==> src/design/pmw_pkg.sv <==
// Functional notes
// A rising one-hertz alarm flag raises an RTC wake request, even from deep power-down
// Leaving deep power-down restarts all registers and core state from reset values; the code keeps wake_cause and sets from_dpd
// All functional pins are high impedance during deep power-down
// Deep power-down turns everything off except the RTC and its oscillator
// The comparator may run in deep-sleep but never wakes the device; the code lets an enabled, clocked comparator interrupt end sleep
// Only the primary watchdog interrupt wakes from deep-sleep
// Only the primary watchdog drives a full chip reset
// In sleep, any enabled interrupt from a clocked peripheral resumes the processor
// Hardware activity wake works in sleep, and per enable bit in deep-sleep
// Deep-sleep accepts 1 Hz alarm, pin, OS timer, micro-tick and converter wakes
// A USART port wakes from deep-sleep only in slave or low-frequency clock mode
// SPI, I2C, I2S ports and I3C wake from deep-sleep only in slave mode
// The USB need-clock interrupt is a deep-sleep wake source
// Software enables each wake interrupt; a disabled interrupt never wakes; the code ends deep power-down on an RTC alarm whatever irq_en holds
// A deep-sleep wake source needs its start-enable bit set in either word
// The DSP wakes the main processor through the message unit interrupt
// The micro-tick timer stays usable as a deep-sleep wake source
// Sleep stops the processor clock until a reset or an interrupt
// Deep-sleep stops main and peripheral clocks except those kept for waking
// Wake requests are synchronised before gating, so glitches cannot wake
// The reset pin leaves any reduced power mode with no enable needed
package pmw_pkg;
    localparam int         SRC_N          = 16;
    localparam int         START_W        = 8;
    localparam int         PK_W           = 11;
    // Register offsets (byte addresses)
    localparam logic [7:0] OFS_CTRL       = 8'h00;
    localparam logic [7:0] OFS_START_LOW  = 8'h04;
    localparam logic [7:0] OFS_START_HIGH = 8'h08;
    localparam logic [7:0] OFS_IRQ_EN     = 8'h0c;
    localparam logic [7:0] OFS_CLK_KEEP   = 8'h10;
    localparam logic [7:0] OFS_PWR_KEEP   = 8'h14;
    localparam logic [7:0] OFS_HW_WAKE_EN = 8'h18;
    localparam logic [7:0] OFS_STATUS     = 8'h1c;
    // Field positions
    localparam int         CTRL_MODE_LSB  = 0;
    localparam int         CTRL_GO        = 4;
    localparam int         PK_OSC_LSB     = 0;
    localparam int         PK_PLL_LSB     = 4;
    localparam int         PK_SRAM_ARR    = 6;
    localparam int         PK_SRAM_PER    = 7;
    localparam int         PK_ADC         = 8;
    localparam int         PK_CMP         = 9;
    localparam int         PK_RTC_OSC     = 10;
    localparam int         STAT_FROM_DPD  = 3;
    localparam int         STAT_CAUSE_LSB = 16;
    // Reset values
    localparam logic [START_W-1:0] START_RESET    = 8'h00;
    localparam logic [SRC_N-1:0]   IRQ_EN_RESET   = 16'h0000;
    localparam logic [SRC_N-1:0]   CLK_KEEP_RESET = 16'h0000;
    localparam logic [SRC_N-1:0]   HW_EN_RESET    = 16'h0000;
    localparam logic [PK_W-1:0]    PWR_KEEP_RESET = 11'h400;
    // Wake source slots; low start word gates 0..7, high word 8..15
    localparam int SRC_PIN_INT      = 0;
    localparam int SRC_WDT_PRIMARY  = 1;
    localparam int SRC_WDT_OTHER    = 2;
    localparam int SRC_RTC_1HZ      = 3;
    localparam int SRC_RTC_ALARM    = 4;
    localparam int SRC_UTICK        = 5;
    localparam int SRC_OS_TIMER     = 6;
    localparam int SRC_SERIAL       = 7;
    localparam int SRC_I3C          = 8;
    localparam int SRC_USB_NEED_CLK = 9;
    localparam int SRC_DMA          = 10;
    localparam int SRC_DIGITAL_MIC  = 11;
    localparam int SRC_HW_WAKE      = 12;
    localparam int SRC_ADC          = 13;
    localparam int SRC_COMPARATOR   = 14;
    localparam int SRC_MSG_UNIT     = 15;
    // Sources allowed to end deep-sleep: all but comparator and other watchdogs
    localparam logic [SRC_N-1:0] DS_ALLOWED = 16'hbffb;

    typedef enum logic [1:0]
    {
        MODE_NONE  = 2'h0,
        MODE_SLEEP = 2'h1,
        MODE_DEEP  = 2'h2,
        MODE_DPD   = 2'h3
    } mode_type;

    typedef enum logic [2:0]
    {
        ST_ACTIVE  = 3'h0,
        ST_SLEEP   = 3'h1,
        ST_DEEP    = 3'h3,
        ST_DPD     = 3'h2,
        ST_RESTORE = 3'h6
    } state_type;
endpackage : pmw_pkg

==> src/design/wake_sync_if.sv <==
`timescale 1ns/10ps
interface wake_sync_if #(parameter int W = 1);
    logic [W-1:0] raw;
    logic [W-1:0] synced;
    modport owner  (output raw, input synced);
    modport syncer (input raw, output synced);
endinterface : wake_sync_if

==> src/design/power_mode_wake_control.sv <==
// Local design decisions: the APB slave port and the placing of the registers.
`timescale 1ns/10ps
module power_mode_wake_control
    import pmw_pkg::*;
#(
    parameter int SER_N = 8
)
(
    input  wire logic             clk,
    input  wire logic             rst,
    input  wire logic [7:0]       paddr,
    input  wire logic             psel,
    input  wire logic             penable,
    input  wire logic             pwrite,
    input  wire logic [31:0]      pwdata,
    output logic      [31:0]      prdata,
    output logic                  pready,
    output logic                  pslverr,
    input  wire logic [SRC_N-1:0] periph_irq,
    input  wire logic [SER_N-1:0] serial_irq,
    input  wire logic [SER_N-1:0] serial_slave,
    input  wire logic [SER_N-1:0] serial_usart,
    input  wire logic [SER_N-1:0] serial_lowfreq,
    input  wire logic             i3c_slave,
    input  wire logic [SER_N:0]   hardware_activity_wake,
    input  wire logic             one_hertz_alarm_flag,
    input  wire logic             primary_watchdog_reset,
    input  wire logic             reset_pin_n,
    output logic                  cpu_clk_run,
    output logic                  main_clk_run,
    output logic      [SRC_N-1:0] periph_clk_run,
    output logic      [3:0]       osc_run,
    output logic      [1:0]       pll_run,
    output logic                  sram_array_on,
    output logic                  sram_periph_on,
    output logic                  adc_on,
    output logic                  cmp_on,
    output logic                  rtc_osc_run,
    output logic                  pin_hiz,
    output logic                  core_domain_reset,
    output logic                  cpu_wake,
    output logic                  rtc_wake_irq,
    output logic                  chip_reset_req
);
    localparam int SYNC_W = SRC_N + 2 * SER_N + 3;

    if (SER_N < 1 || SER_N + 1 > SRC_N)
    begin : g_bad_ser
        $error("SER_N must lie between 1 and 15");
    end

    state_type            state;
    state_type            next_state;
    logic [START_W-1:0]   start_enable_word_low;
    logic [START_W-1:0]   start_enable_word_high;
    logic [SRC_N-1:0]     irq_en;
    logic [SRC_N-1:0]     clk_keep;
    logic [PK_W-1:0]      pwr_keep;
    logic [SRC_N-1:0]     hw_wake_en;
    logic [SRC_N-1:0]     wake_cause;
    logic                 from_dpd;
    logic                 alarm_q;
    logic [SRC_N-1:0]     s_periph;
    logic [SER_N-1:0]     s_serial;
    logic [SER_N:0]       s_hw;
    logic                 alarm_s;
    logic                 reset_hit;
    logic                 alarm_rise;
    logic                 ser_ok;
    logic [SRC_N-1:0]     sleep_hits;
    logic [SRC_N-1:0]     deep_hits;
    logic                 dpd_wake;
    logic                 apb_setup;
    logic                 apb_wr;
    logic                 go_req;
    logic                 dpd_exit;
    logic [31:0]          rd_val;
    logic                 rd_hit;

    wake_sync_if #(.W(SYNC_W)) sync_bus ();

    // Every asynchronous request passes the synchroniser before any gating
    assign sync_bus.raw = {~reset_pin_n, one_hertz_alarm_flag, hardware_activity_wake,
                           serial_irq, periph_irq};

    wake_sync #(.W(SYNC_W)) u_sync
    (
        .clk (clk),
        .rst (rst),
        .bus (sync_bus)
    );

    assign s_periph  = sync_bus.synced[SRC_N-1:0];
    assign s_serial  = sync_bus.synced[SRC_N+SER_N-1:SRC_N];
    assign s_hw      = sync_bus.synced[SRC_N+2*SER_N:SRC_N+SER_N];
    assign alarm_s   = sync_bus.synced[SYNC_W-2];
    assign reset_hit = sync_bus.synced[SYNC_W-1];

    serial_wake_qual #(.N(SER_N)) u_qual
    (
        .irq     (s_serial),
        .slave   (serial_slave),
        .usart   (serial_usart),
        .lowfreq (serial_lowfreq),
        .any_ok  (ser_ok)
    );

    // Alarm edge, taken from the synchronised copy only
    always_ff @(posedge clk or posedge rst)
    begin
        if (rst)
            alarm_q <= 1'b0;
        else
            alarm_q <= alarm_s;
    end

    assign alarm_rise = alarm_s & ~alarm_q;

    // Sleep: any enabled interrupt of a clocked peripheral, plus activity wake
    always_comb
    begin
        sleep_hits = s_periph;
        sleep_hits[SRC_RTC_1HZ] = alarm_rise;
        sleep_hits[SRC_SERIAL] = |s_serial;
        sleep_hits[SRC_HW_WAKE] = 1'b0;
        sleep_hits = sleep_hits & irq_en & clk_keep;
        sleep_hits[SRC_HW_WAKE] = |s_hw;
    end

    // Deep-sleep: role-qualified serial ports, start words, fixed allow mask
    always_comb
    begin
        deep_hits = s_periph;
        deep_hits[SRC_RTC_1HZ] = alarm_rise;
        deep_hits[SRC_SERIAL] = ser_ok;
        deep_hits[SRC_I3C] = s_periph[SRC_I3C] & i3c_slave;
        deep_hits[SRC_HW_WAKE] = |(s_hw & hw_wake_en[SER_N:0]);
        deep_hits = deep_hits & irq_en;
        deep_hits = deep_hits & {start_enable_word_high, start_enable_word_low};
        deep_hits = deep_hits & DS_ALLOWED;
    end

    // Deep power-down keeps only the RTC and the reset pin alive
    assign dpd_wake = alarm_rise | s_periph[SRC_RTC_ALARM] | reset_hit;

    assign apb_setup = psel & ~penable;
    assign apb_wr    = psel & penable & pready & pwrite;
    assign go_req    = apb_wr && paddr == OFS_CTRL && pwdata[CTRL_GO]
                       && pwdata[CTRL_MODE_LSB+1:CTRL_MODE_LSB] != MODE_NONE;
    assign dpd_exit  = state == ST_DPD && next_state == ST_RESTORE;

    // Mode sequencing; the reset pin needs no enable to end any mode
    always_comb
    begin
        next_state = state;
        unique case (state)
            ST_ACTIVE:
            begin
                if (go_req)
                begin
                    unique case (mode_type'(pwdata[CTRL_MODE_LSB+1:CTRL_MODE_LSB]))
                        MODE_SLEEP: next_state = ST_SLEEP;
                        MODE_DEEP:  next_state = ST_DEEP;
                        MODE_DPD:   next_state = ST_DPD;
                        MODE_NONE:  next_state = ST_ACTIVE;
                    endcase
                end
            end
            ST_SLEEP:
                if (|sleep_hits || reset_hit)
                    next_state = ST_RESTORE;
            ST_DEEP:
                if (|deep_hits || reset_hit)
                    next_state = ST_RESTORE;
            ST_DPD:
                if (dpd_wake)
                    next_state = ST_RESTORE;
            ST_RESTORE:
                next_state = ST_ACTIVE;
            default:
                next_state = ST_ACTIVE;
        endcase
    end

    always_ff @(posedge clk or posedge rst)
    begin
        if (rst)
            state <= ST_ACTIVE;
        else
            state <= next_state;
    end

    // Configuration words; a power-down exit throws them all away
    always_ff @(posedge clk or posedge rst)
    begin
        if (rst)
        begin
            start_enable_word_low  <= START_RESET;
            start_enable_word_high <= START_RESET;
            irq_en                 <= IRQ_EN_RESET;
            clk_keep               <= CLK_KEEP_RESET;
            pwr_keep               <= PWR_KEEP_RESET;
            hw_wake_en             <= HW_EN_RESET;
        end
        else if (dpd_exit)
        begin
            start_enable_word_low  <= START_RESET;
            start_enable_word_high <= START_RESET;
            irq_en                 <= IRQ_EN_RESET;
            clk_keep               <= CLK_KEEP_RESET;
            pwr_keep               <= PWR_KEEP_RESET;
            hw_wake_en             <= HW_EN_RESET;
        end
        else if (apb_wr)
        begin
            unique case (paddr)
                OFS_START_LOW:  start_enable_word_low  <= pwdata[START_W-1:0];
                OFS_START_HIGH: start_enable_word_high <= pwdata[START_W-1:0];
                OFS_IRQ_EN:     irq_en                 <= pwdata[SRC_N-1:0];
                OFS_CLK_KEEP:   clk_keep               <= pwdata[SRC_N-1:0];
                OFS_PWR_KEEP:   pwr_keep               <= pwdata[PK_W-1:0];
                OFS_HW_WAKE_EN: hw_wake_en             <= pwdata[SRC_N-1:0];
                default:        ;
            endcase
        end
    end

    // Wake bookkeeping seen by software after the restore
    always_ff @(posedge clk or posedge rst)
    begin
        if (rst)
        begin
            wake_cause <= '0;
            from_dpd   <= 1'b0;
        end
        else if (next_state == ST_RESTORE)
        begin
            wake_cause <= (state == ST_SLEEP) ? sleep_hits : deep_hits;
            from_dpd   <= state == ST_DPD;
        end
    end

    // Read mux; the status word is read-only
    always_comb
    begin
        rd_val = 32'h0000_0000;
        rd_hit = 1'b1;
        unique case (paddr)
            OFS_CTRL:       rd_val = 32'h0000_0000;
            OFS_START_LOW:  rd_val[START_W-1:0] = start_enable_word_low;
            OFS_START_HIGH: rd_val[START_W-1:0] = start_enable_word_high;
            OFS_IRQ_EN:     rd_val[SRC_N-1:0] = irq_en;
            OFS_CLK_KEEP:   rd_val[SRC_N-1:0] = clk_keep;
            OFS_PWR_KEEP:   rd_val[PK_W-1:0] = pwr_keep;
            OFS_HW_WAKE_EN: rd_val[SRC_N-1:0] = hw_wake_en;
            OFS_STATUS:
            begin
                rd_val[2:0] = state;
                rd_val[STAT_FROM_DPD] = from_dpd;
                rd_val[STAT_CAUSE_LSB+SRC_N-1:STAT_CAUSE_LSB] = wake_cause;
            end
            default:        rd_hit = 1'b0;
        endcase
    end

    // Zero wait states: answer is ready in the first access cycle
    always_ff @(posedge clk or posedge rst)
    begin
        if (rst)
        begin
            pready  <= 1'b0;
            pslverr <= 1'b0;
            prdata  <= 32'h0000_0000;
        end
        else
        begin
            pready  <= apb_setup;
            pslverr <= apb_setup & ~rd_hit;
            if (apb_setup && !pwrite)
                prdata <= rd_val;
        end
    end

    // Clock gating follows the state being entered, so outputs match it
    always_ff @(posedge clk or posedge rst)
    begin
        if (rst)
        begin
            cpu_clk_run    <= 1'b1;
            main_clk_run   <= 1'b1;
            periph_clk_run <= '1;
        end
        else
        begin
            cpu_clk_run  <= next_state == ST_ACTIVE || next_state == ST_RESTORE;
            main_clk_run <= next_state != ST_DEEP && next_state != ST_DPD;
            unique case (next_state)
                ST_SLEEP, ST_DEEP: periph_clk_run <= clk_keep;
                ST_DPD:            periph_clk_run <= '0;
                default:           periph_clk_run <= '1;
            endcase
        end
    end

    // Analog and memory power; only the RTC oscillator survives power-down
    always_ff @(posedge clk or posedge rst)
    begin
        if (rst)
        begin
            osc_run        <= 4'hf;
            pll_run        <= 2'h3;
            sram_array_on  <= 1'b1;
            sram_periph_on <= 1'b1;
            adc_on         <= 1'b1;
            cmp_on         <= 1'b1;
            rtc_osc_run    <= 1'b1;
        end
        else
        begin
            rtc_osc_run <= pwr_keep[PK_RTC_OSC];
            unique case (next_state)
                ST_SLEEP, ST_DEEP:
                begin
                    osc_run        <= pwr_keep[PK_OSC_LSB+3:PK_OSC_LSB];
                    pll_run        <= pwr_keep[PK_PLL_LSB+1:PK_PLL_LSB];
                    sram_array_on  <= pwr_keep[PK_SRAM_ARR];
                    sram_periph_on <= pwr_keep[PK_SRAM_PER];
                    adc_on         <= pwr_keep[PK_ADC];
                    cmp_on         <= pwr_keep[PK_CMP];
                end
                ST_DPD:
                begin
                    osc_run        <= 4'h0;
                    pll_run        <= 2'h0;
                    sram_array_on  <= 1'b0;
                    sram_periph_on <= 1'b0;
                    adc_on         <= 1'b0;
                    cmp_on         <= 1'b0;
                end
                default:
                begin
                    osc_run        <= 4'hf;
                    pll_run        <= 2'h3;
                    sram_array_on  <= 1'b1;
                    sram_periph_on <= 1'b1;
                    adc_on         <= 1'b1;
                    cmp_on         <= 1'b1;
                end
            endcase
        end
    end

    // Pins, core reset and wake pulses
    always_ff @(posedge clk or posedge rst)
    begin
        if (rst)
        begin
            pin_hiz           <= 1'b0;
            core_domain_reset <= 1'b0;
            cpu_wake          <= 1'b0;
            rtc_wake_irq      <= 1'b0;
            chip_reset_req    <= 1'b0;
        end
        else
        begin
            pin_hiz           <= next_state == ST_DPD;
            core_domain_reset <= next_state == ST_DPD || dpd_exit;
            cpu_wake          <= next_state == ST_RESTORE;
            rtc_wake_irq      <= alarm_rise;
            chip_reset_req    <= primary_watchdog_reset;
        end
    end
endmodule : power_mode_wake_control

==> src/design/serial_wake_qual.sv <==
`timescale 1ns/10ps
module serial_wake_qual #(parameter int N = 8)
(
    input wire logic [N-1:0] irq,
    input wire logic [N-1:0] slave,
    input wire logic [N-1:0] usart,
    input wire logic [N-1:0] lowfreq,
    output logic             any_ok
);
    if (N < 1)
    begin : g_bad_n
        $error("serial_wake_qual needs at least one port");
    end

    // Slave role qualifies every port; a USART may also run from the slow clock
    assign any_ok = |(irq & (slave | (usart & lowfreq)));
endmodule : serial_wake_qual

==> src/design/wake_sync.sv <==
`timescale 1ns/10ps
module wake_sync #(parameter int W = 1)
(
    input wire logic   clk,
    input wire logic   rst,
    wake_sync_if.syncer bus
);
    logic [W-1:0] stage1;
    logic [W-1:0] stage2;

    if (W < 1)
    begin : g_bad_width
        $error("wake_sync width must be at least one");
    end

    // Two flops per bit; the first is read only by the second
    always_ff @(posedge clk or posedge rst)
    begin
        if (rst)
        begin
            stage1 <= '0;
            stage2 <= '0;
        end
        else
        begin
            stage1 <= bus.raw;
            stage2 <= stage1;
        end
    end

    assign bus.synced = stage2;
endmodule : wake_sync

==> config.mk <==
export PLATFORM = sky130hd
export DESIGN_NAME = power_mode_wake_control
export DESIGN_NICKNAME = d
export VERILOG_FILES = /design/src/design/pmw_pkg.sv /design/src/design/wake_sync_if.sv /design/src/design/power_mode_wake_control.sv /design/src/design/serial_wake_qual.sv /design/src/design/wake_sync.sv
export SDC_FILE = /design/constraint.sdc
export NUM_CORES = 1
export LEC_CHECK = 0
export BUFFER_PORTS_ARGS = -buffer_cell sky130_fd_sc_hd__buf_2
export CELL_PAD_IN_SITES_DETAIL_PLACEMENT = 0
export CELL_PAD_IN_SITES_GLOBAL_PLACEMENT = 2
export CORE_ASPECT_RATIO = 1.25
export CORE_MARGIN = 2
export CORE_UTILIZATION = 30
export CTS_BUF_LIST = sky130_fd_sc_hd__clkbuf_16
export CTS_CLUSTER_SIZE = 40
export DETAILED_ROUTE_END_ITERATION = 12
export MAX_ROUTING_LAYER = met4
export PLACE_DENSITY = 0.79
export SETUP_SLACK_MARGIN = 0.4
export SYNTH_ARGS = -nofsm -noshare
export SYNTH_HDL_FRONTEND = slang
export SYNTH_SLANG_ARGS = --single-unit
==> constraint.sdc <==
create_clock -name clk -period 10 [get_ports clk]
set_input_delay 2 -clock clk [delete_from_list [all_inputs] [get_ports clk]]
set_output_delay 2 -clock clk [all_outputs]
set_load 0.005 [all_outputs]
# --- Word-level counts from Yosys, hierarchy flattened ---
# Cells that the tools add are included.
# Widths: inputs -> output; s select.
totals:
  in_bits: 106
  regBits: 234
  wordCells: 145
classes:
  n_eq_ne: 19
  n_bitwise: 21
  n_mux: 38
  n_reduce_logical: 37
op_table:
  columns: ["cell", "n"]
  rows:
  - ["$mux 16", 11]
  - ["$and 16x16->16", 4]
  - ["$mux 8", 6]
  - ["$pmux 3 s4", 3]
  - ["$mux 11", 3]
  - ["$eq 8x5->1 const B", 4]
  - ["$pmux 16 s2", 1]
  - ["$pmux 4 s7", 1]
  - ["$pmux 4 s6", 1]
  - ["$reduce_or 24->1", 1]
  - ["$reduce_or 8->1", 3]
  - ["$reduce_or 9->1", 2]
  - ["$and 8x8->8", 2]
  - ["$eq 8x4->1 const B", 2]
  - ["$reduce_bool 2->1", 8]
  - ["$pmux 5 s3", 1]
  - ["$reduce_or 14->1", 1]
  - ["$eq 3x2->1 const B", 4]
  - ["$mux 3", 4]
  - ["$reduce_and 2->1", 6]
  - ["$and 9x9->9", 1]
  - ["$eq 8x3->1 const B", 1]
  - ["$logic_not 8->1", 1]
  - ["$or 8x8->8", 1]
  - ["18 further kinds", 43]

# --- Longest topological paths before layout ---
# Gate-level depths: netlist (run 1).
depth:
  ltp_word: 14
  mapped_depth: 9
  depth_no_buf: 8

# --- Modules after synthesis ---
# Synthesis (run 1) repeated with hierarchy kept, for this count alone.
unflattened:
  hier_cells: 817
  hier_area_um2: 9411.5
modules_own_cells:
  columns: ["module", "instances", "cells_per_inst", "area_per_inst_um2", "seq_area_each_um2"]
  rows:
  - ["power_mode_wake_control", 1, 733, 7559.8, 4141.5]
  - ["wake_sync", 1, 71, 1755.4, 1751.7]
  - ["serial_wake_qual", 1, 13, 96.3, 0.0]

# --- Worst setup path after synthesis (run 1) ---
# Ideal clock, no wire load.
synth_timing:
  path_type: "input to register"
  start: "in paddr[2]"
  end: "reg start_enable_word_low[3]"
  setup_slack_ps: 6235
  arrival_time_ps: 3633
  path_stages: 8
  t_required_ps: 9868
  path_cell_list: "buf_2 or4b_4 or2_2 nor2_4 and2_1 buf_6 mux2i_1 nor2_1"
synth_between:
  elab_chain_cells: 10
  word_cells_on_any_way: 13
synth_rtl:
  columns: ["element", "line_no", "text"]
  rows:
  - ["start: declaration", "power_mode_wake_control.sv:11", "input wire logic [7:0] paddr,"]
  - ["$logic_not 8->1", "power_mode_wake_control.sv:148", "assign go_req = apb_wr && paddr == OFS_CTRL && pwdata[CTRL_GO]"]
  - ["$logic_and 1x1->1 (2 in a row)", "power_mode_wake_control.sv:148", null]
  - ["$logic_and 1x1->1", "power_mode_wake_control.sv:149", "&& pwdata[CTRL_MODE_LSB+1:CTRL_MODE_LSB] != MODE_NONE;"]
  - ["$mux 3", "power_mode_wake_control.sv:159", "if (go_req)"]
  - ["$pmux 3 s4", "power_mode_wake_control.sv:156", "unique case (state)"]
  - ["$eq 3x3->1", "power_mode_wake_control.sv:150", "assign dpd_exit = state == ST_DPD && next_state == ST_RESTORE;"]
  - ["$logic_and 1x1->1", "power_mode_wake_control.sv:150", null]
  - ["$reduce_bool 2->1 (no line)", null, null]
  - ["$reduce_and 2->1 (no line)", null, null]
  - ["end signal: assignment", "power_mode_wake_control.sv:217", "OFS_START_LOW: start_enable_word_low <= pwdata[START_W-1:0];"]
  - ["end: declaration", "power_mode_wake_control.sv:54", "logic [START_W-1:0] start_enable_word_low;"]
# Parallel ways exist; a longest one is shown, timed or not.
# A chain may end at the register's enable or synchronous reset.

# --- Worst setup path in the final report (run 1) ---
layout_timing:
  start: "in paddr[4]"
  end: "reg hw_wake_en[12]"
layout_between:
  elab_chain_cells: 10
  word_cells_on_any_way: 13
layout_rtl:
  columns: ["element", "line_no", "text"]
  rows:
  - ["$logic_not 8->1", "power_mode_wake_control.sv:148", null]
  - ["$logic_and 1x1->1 (2 in a row)", "power_mode_wake_control.sv:148", null]
  - ["$logic_and 1x1->1", "power_mode_wake_control.sv:149", null]
  - ["$mux 3", "power_mode_wake_control.sv:159", null]
  - ["$pmux 3 s4", "power_mode_wake_control.sv:156", null]
  - ["$eq 3x3->1", "power_mode_wake_control.sv:150", null]
  - ["$logic_and 1x1->1", "power_mode_wake_control.sv:150", null]
  - ["$reduce_bool 2->1 (no line)", null, null]
  - ["$reduce_and 2->1 (no line)", null, null]
  - ["end signal: assignment", "power_mode_wake_control.sv:222", "OFS_HW_WAKE_EN: hw_wake_en <= pwdata[SRC_N-1:0];"]
  - ["end: declaration", "power_mode_wake_control.sv:59", "logic [SRC_N-1:0] hw_wake_en;"]
# Parallel ways exist; a longest one is shown, timed or not.

==> results of run 1 <==
## metal layers
layer | up-vias | part of all wire | GRT usage
met1 | 3462 | 0.41 | 0.2276
met2 | 229 | 0.49 | 0.2961
met3 | 60 | 0.058 | 0.03099
li1 | 3244 | - | -
met4 | 0 | 0.038 | 0.07526
met5 | - | 0 | -
## how the worst min path moves through the flow
stage                                       end  slack [ps]              start  cells past startpoint
after floorplan            u_sync.bus.synced[0]         330   u_sync.stage1[0]                      0
after global placement    u_sync.bus.synced[22]         330  u_sync.stage1[22]                      0
after detailed placement  u_sync.bus.synced[19]         330  u_sync.stage1[19]                      0
after CTS                 u_sync.bus.synced[20]         350  u_sync.stage1[20]                      0
after global routing      u_sync.bus.synced[17]         350  u_sync.stage1[17]                      0
final                     u_sync.bus.synced[25]         350  u_sync.stage1[25]                      0
## logic make-up (layout without fill, tap and decap cells)
| logic type | count (synthesis) | count (layout) | share of synthesized area |
|---|---|---|---|
| fa+ha+maj | 4 | 4 | 0.005404 |
| compound gates | 180 | 180 | 0.1308 |
| flops | 228 | 228 | 0.6201 |
| simple gates | 328 | 328 | 0.1604 |
| buf+inv | 58 | 220 | 0.03175 |
| mux | 46 | 46 | 0.05161 |
| other cells | 0 | 3 | 0 |
## power by group
| group | switching [mW] | internal [mW] | leakage, nW | total (mW) |
|---|---|---|---|---|
| Combinational | 0.0489 | 0.0250 | 1.78 | 0.0739 |
| Sequential | 0.0123 | 0.943 | 2.90 | 0.955 |
| Clock | 0.379 | 0.534 | 0.421 | 0.913 |
## registers in the layout (all words and copies together), names as in the netlist, 8 cells and up
| signal | flops |
|---|---|
| prdata | 32 |
| u_sync.bus.synced | 32 |
| u_sync.stage1 | 32 |
| clk_keep | 16 |
| hw_wake_en | 16 |
| irq_en | 16 |
| periph_clk_run | 16 |
| wake_cause | 16 |
| pwr_keep | 11 |
| start_enable_word_high | 8 |
| start_enable_word_low | 8 |
## area by class of cell
cell class	count	area, um2
Multi-Input combinational cell	558	3244
Inverter	12	52.55
Fill cell	3065	19010
Sequential cell	228	5743
Timing Repair Buffer	162	830.8
Clock inverter	21	186.4
Antenna cell	3	7.507
Tap cell	401	501.7
Clock buffer	25	625.6
## critical path, delay by kind of cell
| family | cells | cell delay, ps |
|---|---|---|
| buf+inv | 1 | 280 |
| compound gates | 1 | 80 |
| simple gates | 4 | 2330 |
## cells in the final DEF (no fill, tap or decap), drive strengths merged, types with 25 or more instances in the layout
master / count
a21oi: 69
buf: 162
clkbuf: 25
dfrtp: 198
dfstp: 30
mux2i: 32
nand2: 177
nand3: 53
nor2: 50
o21a: 26
==> results.yml, run 1 <==
run_status:
  status: "complete, no violations"
global_routing:
  global_route.overflow_total: 0
  first_global_vias: 7149
  grt_use_total: 0.1829
  grt_start_max_net_pins: 95
  number_of_antenna_violations_at_the_first_check_in_global_routing: 3
  grt_first_pass_wirelength_mm: 44.04
synthesis:
  synthesized_area_divided_by_synthesized_cell_count_um2: 10.97
  synthMostInstantiatedCell: "dfrtp_1"
  synth.cell_area_um2: 9261
  synth_top_area_share: 0.5350
  synth.yosys.warnings: 0
  synth.distinct_cells: 61
  async_flop_share: 1.000
  post_synth_main_area_contributors: "dfrtp_1 53%, dfstp_2 8.5%, nand2_1 7.2%, a21oi_1 3.7%, mux2i_1 3.5%"
  synth-edff-count: 0
  synth_seq_cells: 228
  synth_area_leader_cell: "dfrtp_1"
  synth.net_count: 954
  postSynth.topFlopCell: "dfrtp_1"
  seq_area_frac_synth: 0.6201
  post_synth_inst_count: 844
  synth.top_cells.by_count: "198 x dfrtp_1, 177 x nand2_1, 69 x a21oi_1, 53 x nand3_1, 48 x nor2_1"
floorplanning:
  dieWidth_um: 161.2
  initial_utilization: 0.3066
  die_h_um: 200.4
  num_io_pins: 174
  placement_rows: 71
  floorplan.die_area_um2: 32300
  core-area_um2: 30200
setup_path:
  cp_data_required_time_ps: 10370
  critical_path_fanouts_max: 17
  path_class: "in -> reg"
  timing.critical_path.from: "paddr[4]"
  critical_path_arrival_ps: 4710
  critical-path-slowest-cell: "nor3_4"
  end_kind: "flip-flop"
  critical_path.reg2reg.endpoint: "wake_cause[10]"
  reg2regPathDepth: 6
  crit_path_max_incr_delay_ps: 750
  crit_chain: "buf_2 -> or4b_1 -> nor3_4 -> nand2_1 -> nand2_1 -> a21oi_1"
  critPathCapture: "hw_wake_en[12]"
  timing.critical_path.mode_cell: "nand2_1"
  worstSetupStartpointType: "input port"
  worstReg2RegStart: "hw_wake_en[2]"
  regToRegSetupSlack_ps: 7090
placement:
  preCtsSetupSlack_ps: 5102
  dpl-instance-area_um2: 10370
  placed_insts: 1361
  place.gp.congestion: 0.9120
  place.detailed.hpwl_mm: 20.12
  portBuffers: 154
worst_hold_path:
  hold_path_class: "reg -> reg"
sta:
  post-route-period-util: 0.4340
  worst_pin_slew_ps: 1239
  max-slew-margin-rel: 0.1611
  hold_viol: 0
  max_freq_ghz: 0.2304
  finalMaxSlewViolations: 0
  shortest_clock_period_the_worst_path_allows_after_layout_ps: 4340
  grt_setup_unrepaired: "false"
  finalSetupViolCount: 0
  final_critical_path_setup_slack_ps: 5660
  clock-skew-final_ps: 19.82
  fin_tns_setup_ps: 0
  hold_ws_ps: 346.8
pwr:
  power.density_nw_per_um2: 173.6
  total_power_mw: 1.942
  power.leakage_nw: 5.094
  max_vdd_drop_uv: 101.4
clock_network:
  h-tree-depth: 1
  numCtsBuffers: 25
  post-cts-setup-buffers: 0
  cts-root-to-sink-buffers: 3
  hold_buffers: 0
  cts.root.buffer_cell: "clkbuf_16"
  cts_repair_resize_count: 0
  cts.sinks: 228
  tritoncts: "built"
  worstSkewPairLatency_ps: 540
  post_cts_clock_slew_at_the_launch_and_capture_registers_of_the_worst_setup_and_hold_paths_ps: 50
final_layout:
  final_cells: 1410
  nNetsFinal: 1097
  stdcell_area_um2: 11190
  postLayoutCoreUtil: 0.3705
  final_layout_size_suffix_gt1_frac: 0.2614
  layout-area-overhead-vs-synth_pct: 20.85
route:
  via_per_inst: 4.961
  postRouteAntennaNets: 0
  vias: 6995
  avgRoutedWirePerCell_um: 20.15
  detailedRoute.firstIterationViolations: 516
  routed_wirelength_mm: 28.42
  drc: 0
  firstDrtPassIters: 6
run:
  drv_cap: 0
No activity file was read; power rests on OpenSTA's default activity.
==> run 2: changes to the inputs <==
--- a/config.mk
+++ b/config.mk
@@ -5,6 +5,7 @@
 export SDC_FILE = /design/constraint.sdc
 export NUM_CORES = 1
 export LEC_CHECK = 0
+export ABC_AREA = 1
 export BUFFER_PORTS_ARGS = -buffer_cell sky130_fd_sc_hd__buf_2
 export CELL_PAD_IN_SITES_DETAIL_PLACEMENT = 0
 export CELL_PAD_IN_SITES_GLOBAL_PLACEMENT = 2
@@ -15,7 +16,7 @@
 export CTS_CLUSTER_SIZE = 40
 export DETAILED_ROUTE_END_ITERATION = 12
 export MAX_ROUTING_LAYER = met4
-export PLACE_DENSITY = 0.79
+export PLACE_DENSITY = 0.82
 export SETUP_SLACK_MARGIN = 0.4
 export SYNTH_ARGS = -nofsm -noshare
 export SYNTH_HDL_FRONTEND = slang
==> constraint.sdc (replaced) <==
create_clock -name clk -period 4 [get_ports clk]
set_input_delay 0.8 -clock clk [delete_from_list [all_inputs] [get_ports clk]]
set_output_delay 0.8 -clock clk [all_outputs]
set_load 0.005 [all_outputs]
==> results.yml, run 2 <==
sta:
  max-slew-margin-rel: 0.3186
  shortest_clock_period_the_worst_path_allows_after_layout_ps: 2468
  worst_pin_slew_ps: 1022
  clock-skew-final_ps: 27.33
  finalMaxSlewViolations: 0
  fin_tns_setup_ps: 0
  post-route-period-util: 0.6170
  hold_viol: 0
  finalSetupViolCount: 0
  grt_setup_unrepaired: "false"
  max_freq_ghz: 0.4052
clock_network:
  h-tree-depth: 1
  hold_buffers: 0
  cts.sinks: 228
  cts_repair_resize_count: 0
  cts.root.buffer_cell: "clkbuf_16"
  post_cts_clock_slew_at_the_launch_and_capture_registers_of_the_worst_setup_and_hold_paths_ps: 60
  post-cts-setup-buffers: 0
  numCtsBuffers: 26
  cts-root-to-sink-buffers: 3
  tritoncts: "built"
  worstSkewPairLatency_ps: 550
synthesis:
  synthesized_area_divided_by_synthesized_cell_count_um2: 9.214
  synth.cell_area_um2: 9178
  post_synth_inst_count: 996
  synth-edff-count: 0
  synth.distinct_cells: 37
  synthMostInstantiatedCell: "nand2_1"
  synth.yosys.warnings: 0
  seq_area_frac_synth: 0.6258
  async_flop_share: 1.000
  synth_seq_cells: 228
  synth.top_cells.by_count: "376 x nand2_1, 198 x dfrtp_1, 105 x o21ai_0, 85 x nand3_1, 49 x inv_1"
  postSynth.topFlopCell: "dfrtp_1"
  synth_area_leader_cell: "dfrtp_1"
  synth.net_count: 1106
  synth_top_area_share: 0.5399
  post_synth_main_area_contributors: "dfrtp_1 54%, nand2_1 15%, dfstp_2 8.6%, o21ai_0 5.7%, nand3_1 4.6%"
pwr:
  power.density_nw_per_um2: 449.6
  power.net_switching_mw: 1.156
  switching_part_of_the_total_power: 0.2285
  power.leakage_nw: 5.465
  fraction_of_power_consumed_by_sequential_logic: 0.480
  share_clk_of_total_power: 0.479
  cell_internal_pwr_mw: 3.901
  combinationalPowerShare: 0.040
  max_vdd_drop_uv: 318.1
setup_path:
  cp_data_required_time_ps: 4430
  timing.critical_path.from: "u_sync.bus.synced[33]"
  path_class: "reg -> reg"
  critical_path_fanouts_max: 34
  worstSetupStartpointType: "flip-flop"
  worstReg2RegStart: "u_sync.bus.synced[33]"
  end_kind: "flip-flop"
  critical_path_arrival_ps: 2890
route:
  routed_wirelength_mm: 26.94
  vias: 7136
  via_per_inst: 4.537
  detailedRoute.firstIterationViolations: 488
  postRouteAntennaNets: 0
  drc: 0
  avgRoutedWirePerCell_um: 17.12
  firstDrtPassIters: 5
final_layout:
  mostFrequentLayoutCells: "376 x nand2_1, 198 x dfrtp_1, 154 x buf_2, 105 x o21ai_0, 85 x nand3_1"
  layout-area-overhead-vs-synth_pct: 22.55
  layout.cells.most_common: "nand2_1"
  fillerInstances: 3071
  final_layout_size_suffix_gt1_frac: 0.2329
  stdcell_area_um2: 11250
  nNetsFinal: 1262
  insertedDiodeCount: 0
placement:
  portBuffers: 154
  dpl-instance-area_um2: 10370
  place.gp.congestion: 0.8557
  place.detailed.hpwl_mm: 19.58
global_routing:
  grt_use_total: 0.1766
  grt_start_max_net_pins: 84
  first_global_vias: 7141
  global_route.overflow_total: 0
  number_of_antenna_violations_at_the_first_check_in_global_routing: 0
  grt_first_pass_wirelength_mm: 42.01
floorplanning:
  core-area_um2: 30120
  dieWidth_um: 160.4
  die_h_um: 199.6
  placement_rows: 71
  num_io_pins: 174
  initial_utilization: 0.3047
  floorplan.die_area_um2: 32020
run:
  drv_cap: 0
run_status:
  status: "complete, no violations"
worst_hold_path:
  hold_path_class: "in -> async"
run 2: cell families (layout without fill, tap and decap cells):
group / Yosys count / in the layout / synth area share
compound gates: 134 / 134 / 0.07785
fa+ha+maj: 4 / 4 / 0.005454
buf+inv: 99 / 275 / 0.04704
flops: 228 / 228 / 0.6258
simple gates: 531 / 531 / 0.2439
run 2: per-layer routing:
layer | share of wire | GRT usage | vias up
met4 | 0.023 | 0.05005 | 0
met2 | 0.48 | 0.2910 | 215
li1 | - | - | 3532
met3 | 0.054 | 0.02387 | 43
met1 | 0.44 | 0.2297 | 3346
met5 | 0 | - | -
run 2: stage by stage:
stage | util | power [mW] | instances | setup slack, ps | hold slack (ps)
final | 0.3735 | 5.057 | 1573 | 1532 | 177.8
after global routing | 0.3735 | 5.244 | 1573 | 1332 | 179.0
after CTS | 0.3735 | 5.120 | 1573 | 1539 | 168.2
after detailed placement | 0.3443 | 2.680 | 1525 | 1195 | 334.7
after global placement | 0.3443 | 2.675 | 1525 | 1185 | 332.0
after floorplan | - | 2.564 | 996 | 244.5 | 331.2
run 2: final timing paths:
kind	end	slack [ps]	depth (start not counted)
min reg2reg	u_sync.bus.synced[13]	340	0
max reg2reg	periph_clk_run[15]	1530	9
min in group clk	u_sync.bus.synced[13]	340	0
min	chip_reset_req	180	2
max in group asynchronous	irq_en[13]	2540	3
max	periph_clk_run[15]	1530	9
run 2: worst max-delay path, stage by stage (launching register included):
cell and delay [ps]:
dfrtp_1 390, nand2_1 80, inv_2 50, nor3_2 280, nor2_4 130, inv_2 400, nand2_2 120, nor2_4 310
buf_4 410, nand3_1 150
run 2: final cells by class:
class                      count  area, um2  share of cell area
clock buffer                  26      650.6             0.05785
clock inverter                22      227.7             0.02025
inverter                      60      229.0             0.02036
multi-input combinational    669       3014              0.2680
sequential                   228       5743              0.5106
tap                          401      501.7             0.04461
timing repair buffer         167      880.8             0.07832
run 2: power by group through the flow:
stage	clock network [mW]	logic (mW)	registers (mW)
detailed placement	0	0.210	2.47
global placement	0	0.206	2.47
global route	2.57	0.236	2.44
floorplan	0	0.112	2.45
finish	2.42	0.204	2.43
CTS	2.48	0.211	2.43
==> run 3: changes to the inputs <==
--- a/config.mk
+++ b/config.mk
@@ -5,7 +5,7 @@
 export SDC_FILE = /design/constraint.sdc
 export NUM_CORES = 1
 export LEC_CHECK = 0
-export ABC_AREA = 1
+export ABC_AREA = 0
 export BUFFER_PORTS_ARGS = -buffer_cell sky130_fd_sc_hd__buf_2
 export CELL_PAD_IN_SITES_DETAIL_PLACEMENT = 0
 export CELL_PAD_IN_SITES_GLOBAL_PLACEMENT = 2
@@ -16,7 +16,7 @@
 export CTS_CLUSTER_SIZE = 40
 export DETAILED_ROUTE_END_ITERATION = 12
 export MAX_ROUTING_LAYER = met4
-export PLACE_DENSITY = 0.82
+export PLACE_DENSITY = 0.79
 export SETUP_SLACK_MARGIN = 0.4
 export SYNTH_ARGS = -nofsm -noshare
 export SYNTH_HDL_FRONTEND = slang
==> constraint.sdc (replaced) <==
create_clock -name clk -period 2.45 [get_ports clk]
set_input_delay 0.49 -clock clk [delete_from_list [all_inputs] [get_ports clk]]
set_output_delay 0.49 -clock clk [all_outputs]
set_load 0.005 [all_outputs]
==> results.yml, run 3 (synthesis results as in run 1) <==
final_layout:
  final_layout_size_suffix_gt1_frac: 0.3367
  stdcell_area_um2: 12320
  sequential_cell_area_um2: 5743
  nNetsFinal: 1179
  fillerInstances: 2941
  insertedDiodeCount: 0
  final_cells: 1488
  layout.cells.most_common: "dfrtp_1"
  postLayoutCoreUtil: 0.4079
  multiInputGateArea_um2: 3406
  layout-area-overhead-vs-synth_pct: 33.03
  mostFrequentLayoutCells: "198 x dfrtp_1, 177 x nand2_1, 154 x buf_2, 72 x buf_4, 67 x a21oi_1"
sta:
  grt_setup_unrepaired: "true"
  fin_tns_setup_ps: 0
  clock-skew-final_ps: 11.67
  post-route-period-util: 0.9533
  finalMaxSlewViolations: 0
  max-slew-margin-rel: 0.5424
  finalSetupViolCount: 0
  hold_viol: 0
  shortest_clock_period_the_worst_path_allows_after_layout_ps: 2335
  worst_pin_slew_ps: 683.2
  max_freq_ghz: 0.4282
global_routing:
  grt_start_max_net_pins: 75
  first_global_vias: 7356
  global_route.overflow_total: 0
  grt_first_pass_wirelength_mm: 46.10
  grt_use_total: 0.1929
  number_of_antenna_violations_at_the_first_check_in_global_routing: 0
run_status:
  status: "complete, no violations"
placement:
  place.detailed.hpwl_mm: 21.92
  place.gp.congestion: 0.9084
  placed_insts: 1426
  portBuffers: 154
  dpl-instance-area_um2: 11030
setup_path:
  path_class: "reg -> reg"
  regToRegSetupSlack_ps: 110
  critical_path_fanouts_max: 7
  worstSetupStartpointType: "flip-flop"
  critical_path.reg2reg.endpoint: "wake_cause[12]"
  critical_path_arrival_ps: 2730
  worstReg2RegStart: "u_sync.bus.synced[1]"
  cp_data_required_time_ps: 2850
  reg2regPathDepth: 8
  end_kind: "flip-flop"
clock_network:
  cts.sinks: 228
  worstSkewPairLatency_ps: 520
  cts-root-to-sink-buffers: 3
  post_cts_clock_slew_at_the_launch_and_capture_registers_of_the_worst_setup_and_hold_paths_ps: 70
  h-tree-depth: 1
  hold_buffers: 0
  cts.root.buffer_cell: "clkbuf_16"
  tritoncts: "built"
  numCtsBuffers: 25
route:
  firstDrtPassIters: 5
  avgRoutedWirePerCell_um: 20.54
  vias: 7268
  detailedRoute.firstIterationViolations: 561
  postRouteAntennaNets: 0
  drc: 0
  routed_wirelength_mm: 30.56
  via_per_inst: 4.884
pwr:
  power.density_nw_per_um2: 691.8
  total_power_mw: 8.523
  max_vdd_drop_uv: 469.7
  power.leakage_nw: 5.709
floorplanning:
  num_io_pins: 174
  floorplan.die_area_um2: 32300
  core-area_um2: 30200
  dieWidth_um: 161.2
  die_h_um: 200.4
  initial_utilization: 0.3066
  placement_rows: 71
worst_hold_path:
  hold_path_class: "in -> async"
run:
  drv_cap: 0
run 3: cell count changes in the layout (fill, tap and decap cells not counted), sizes merged, moves of 9 or more:
cell   change
nand3     -33
buf       +75
inv       -49
nand2    -205
o21ai    -104
a21o      +13
nor2       +9
mux2      +14
a21oi     +58
mux2i     +32
a22oi     +17
o21a      +26
run 3: layout make-up:
class / instances / area share
Timing Repair Buffer: 244 / 0.1351
Clock buffer: 25 / 0.05078
Inverter: 12 / 0.005585
Sequential cell: 228 / 0.4661
Clock inverter: 20 / 0.02529
Tap cell: 401 / 0.04072
Multi-Input combinational cell: 558 / 0.2764
run 3: critical path, stage by stage (launching register included):
cell and delay (ps):
dfrtp_1 410, nand3_1 200, nand4_1 270, nor4_4 390, a21oi_2 150, nor3_4 210, buf_12 140, clkbuf_16 150
mux2_4 290
run 3: what timing repair did:
item / in CTS / in global routing
pin swaps: 4 / 14
buffers inserted: 3 / 9
endpoints found under the setup margin: 44 / 47
gates cloned: 3 / 2
resized for setup: 9 / 15
run 3: metrics by stage:
stage | hold slack (ps) | setup slack, ps
5_1_grt | 37.50 | 23.36
6_report | 19.88 | 114.5
3_3_place_gp | 332.8 | 51.54
3_5_place_dp | 334.7 | 51.67
2_1_floorplan | 331.2 | -995.5
4_1_cts | 18.01 | 166.7
run 3: worst max path at each step:
stage                               endpoint            startpoint  depth (start not counted)  slack (ps)
after global routing      periph_clk_run[15]         hw_wake_en[2]                         10          20
after floorplan                      alarm_q                   rst                          1       -1000
after detailed placement       wake_cause[0]       serial_usart[3]                          8          50
after CTS                      wake_cause[0]  u_sync.bus.synced[1]                          7         170
final                         wake_cause[12]  u_sync.bus.synced[1]                          8         110
after global placement         wake_cause[0]       serial_usart[6]                          8          50
run 3: report_power, final:
group	switching (mW)	leakage [nW]	internal, mW
clock network	1.56	0.463	2.71
logic	0.221	2.35	0.137
registers	0.0475	2.90	3.85
total	1.83	5.71	6.70
run 3: routing by layer:
layer	global-route usage	share of wire	vias to the layer above
li1	-	-	3410
met1	0.2595	0.44	3566
met2	0.3023	0.47	239
met3	0.02624	0.053	53
met4	0.06346	0.030	0
met5	-	0	-
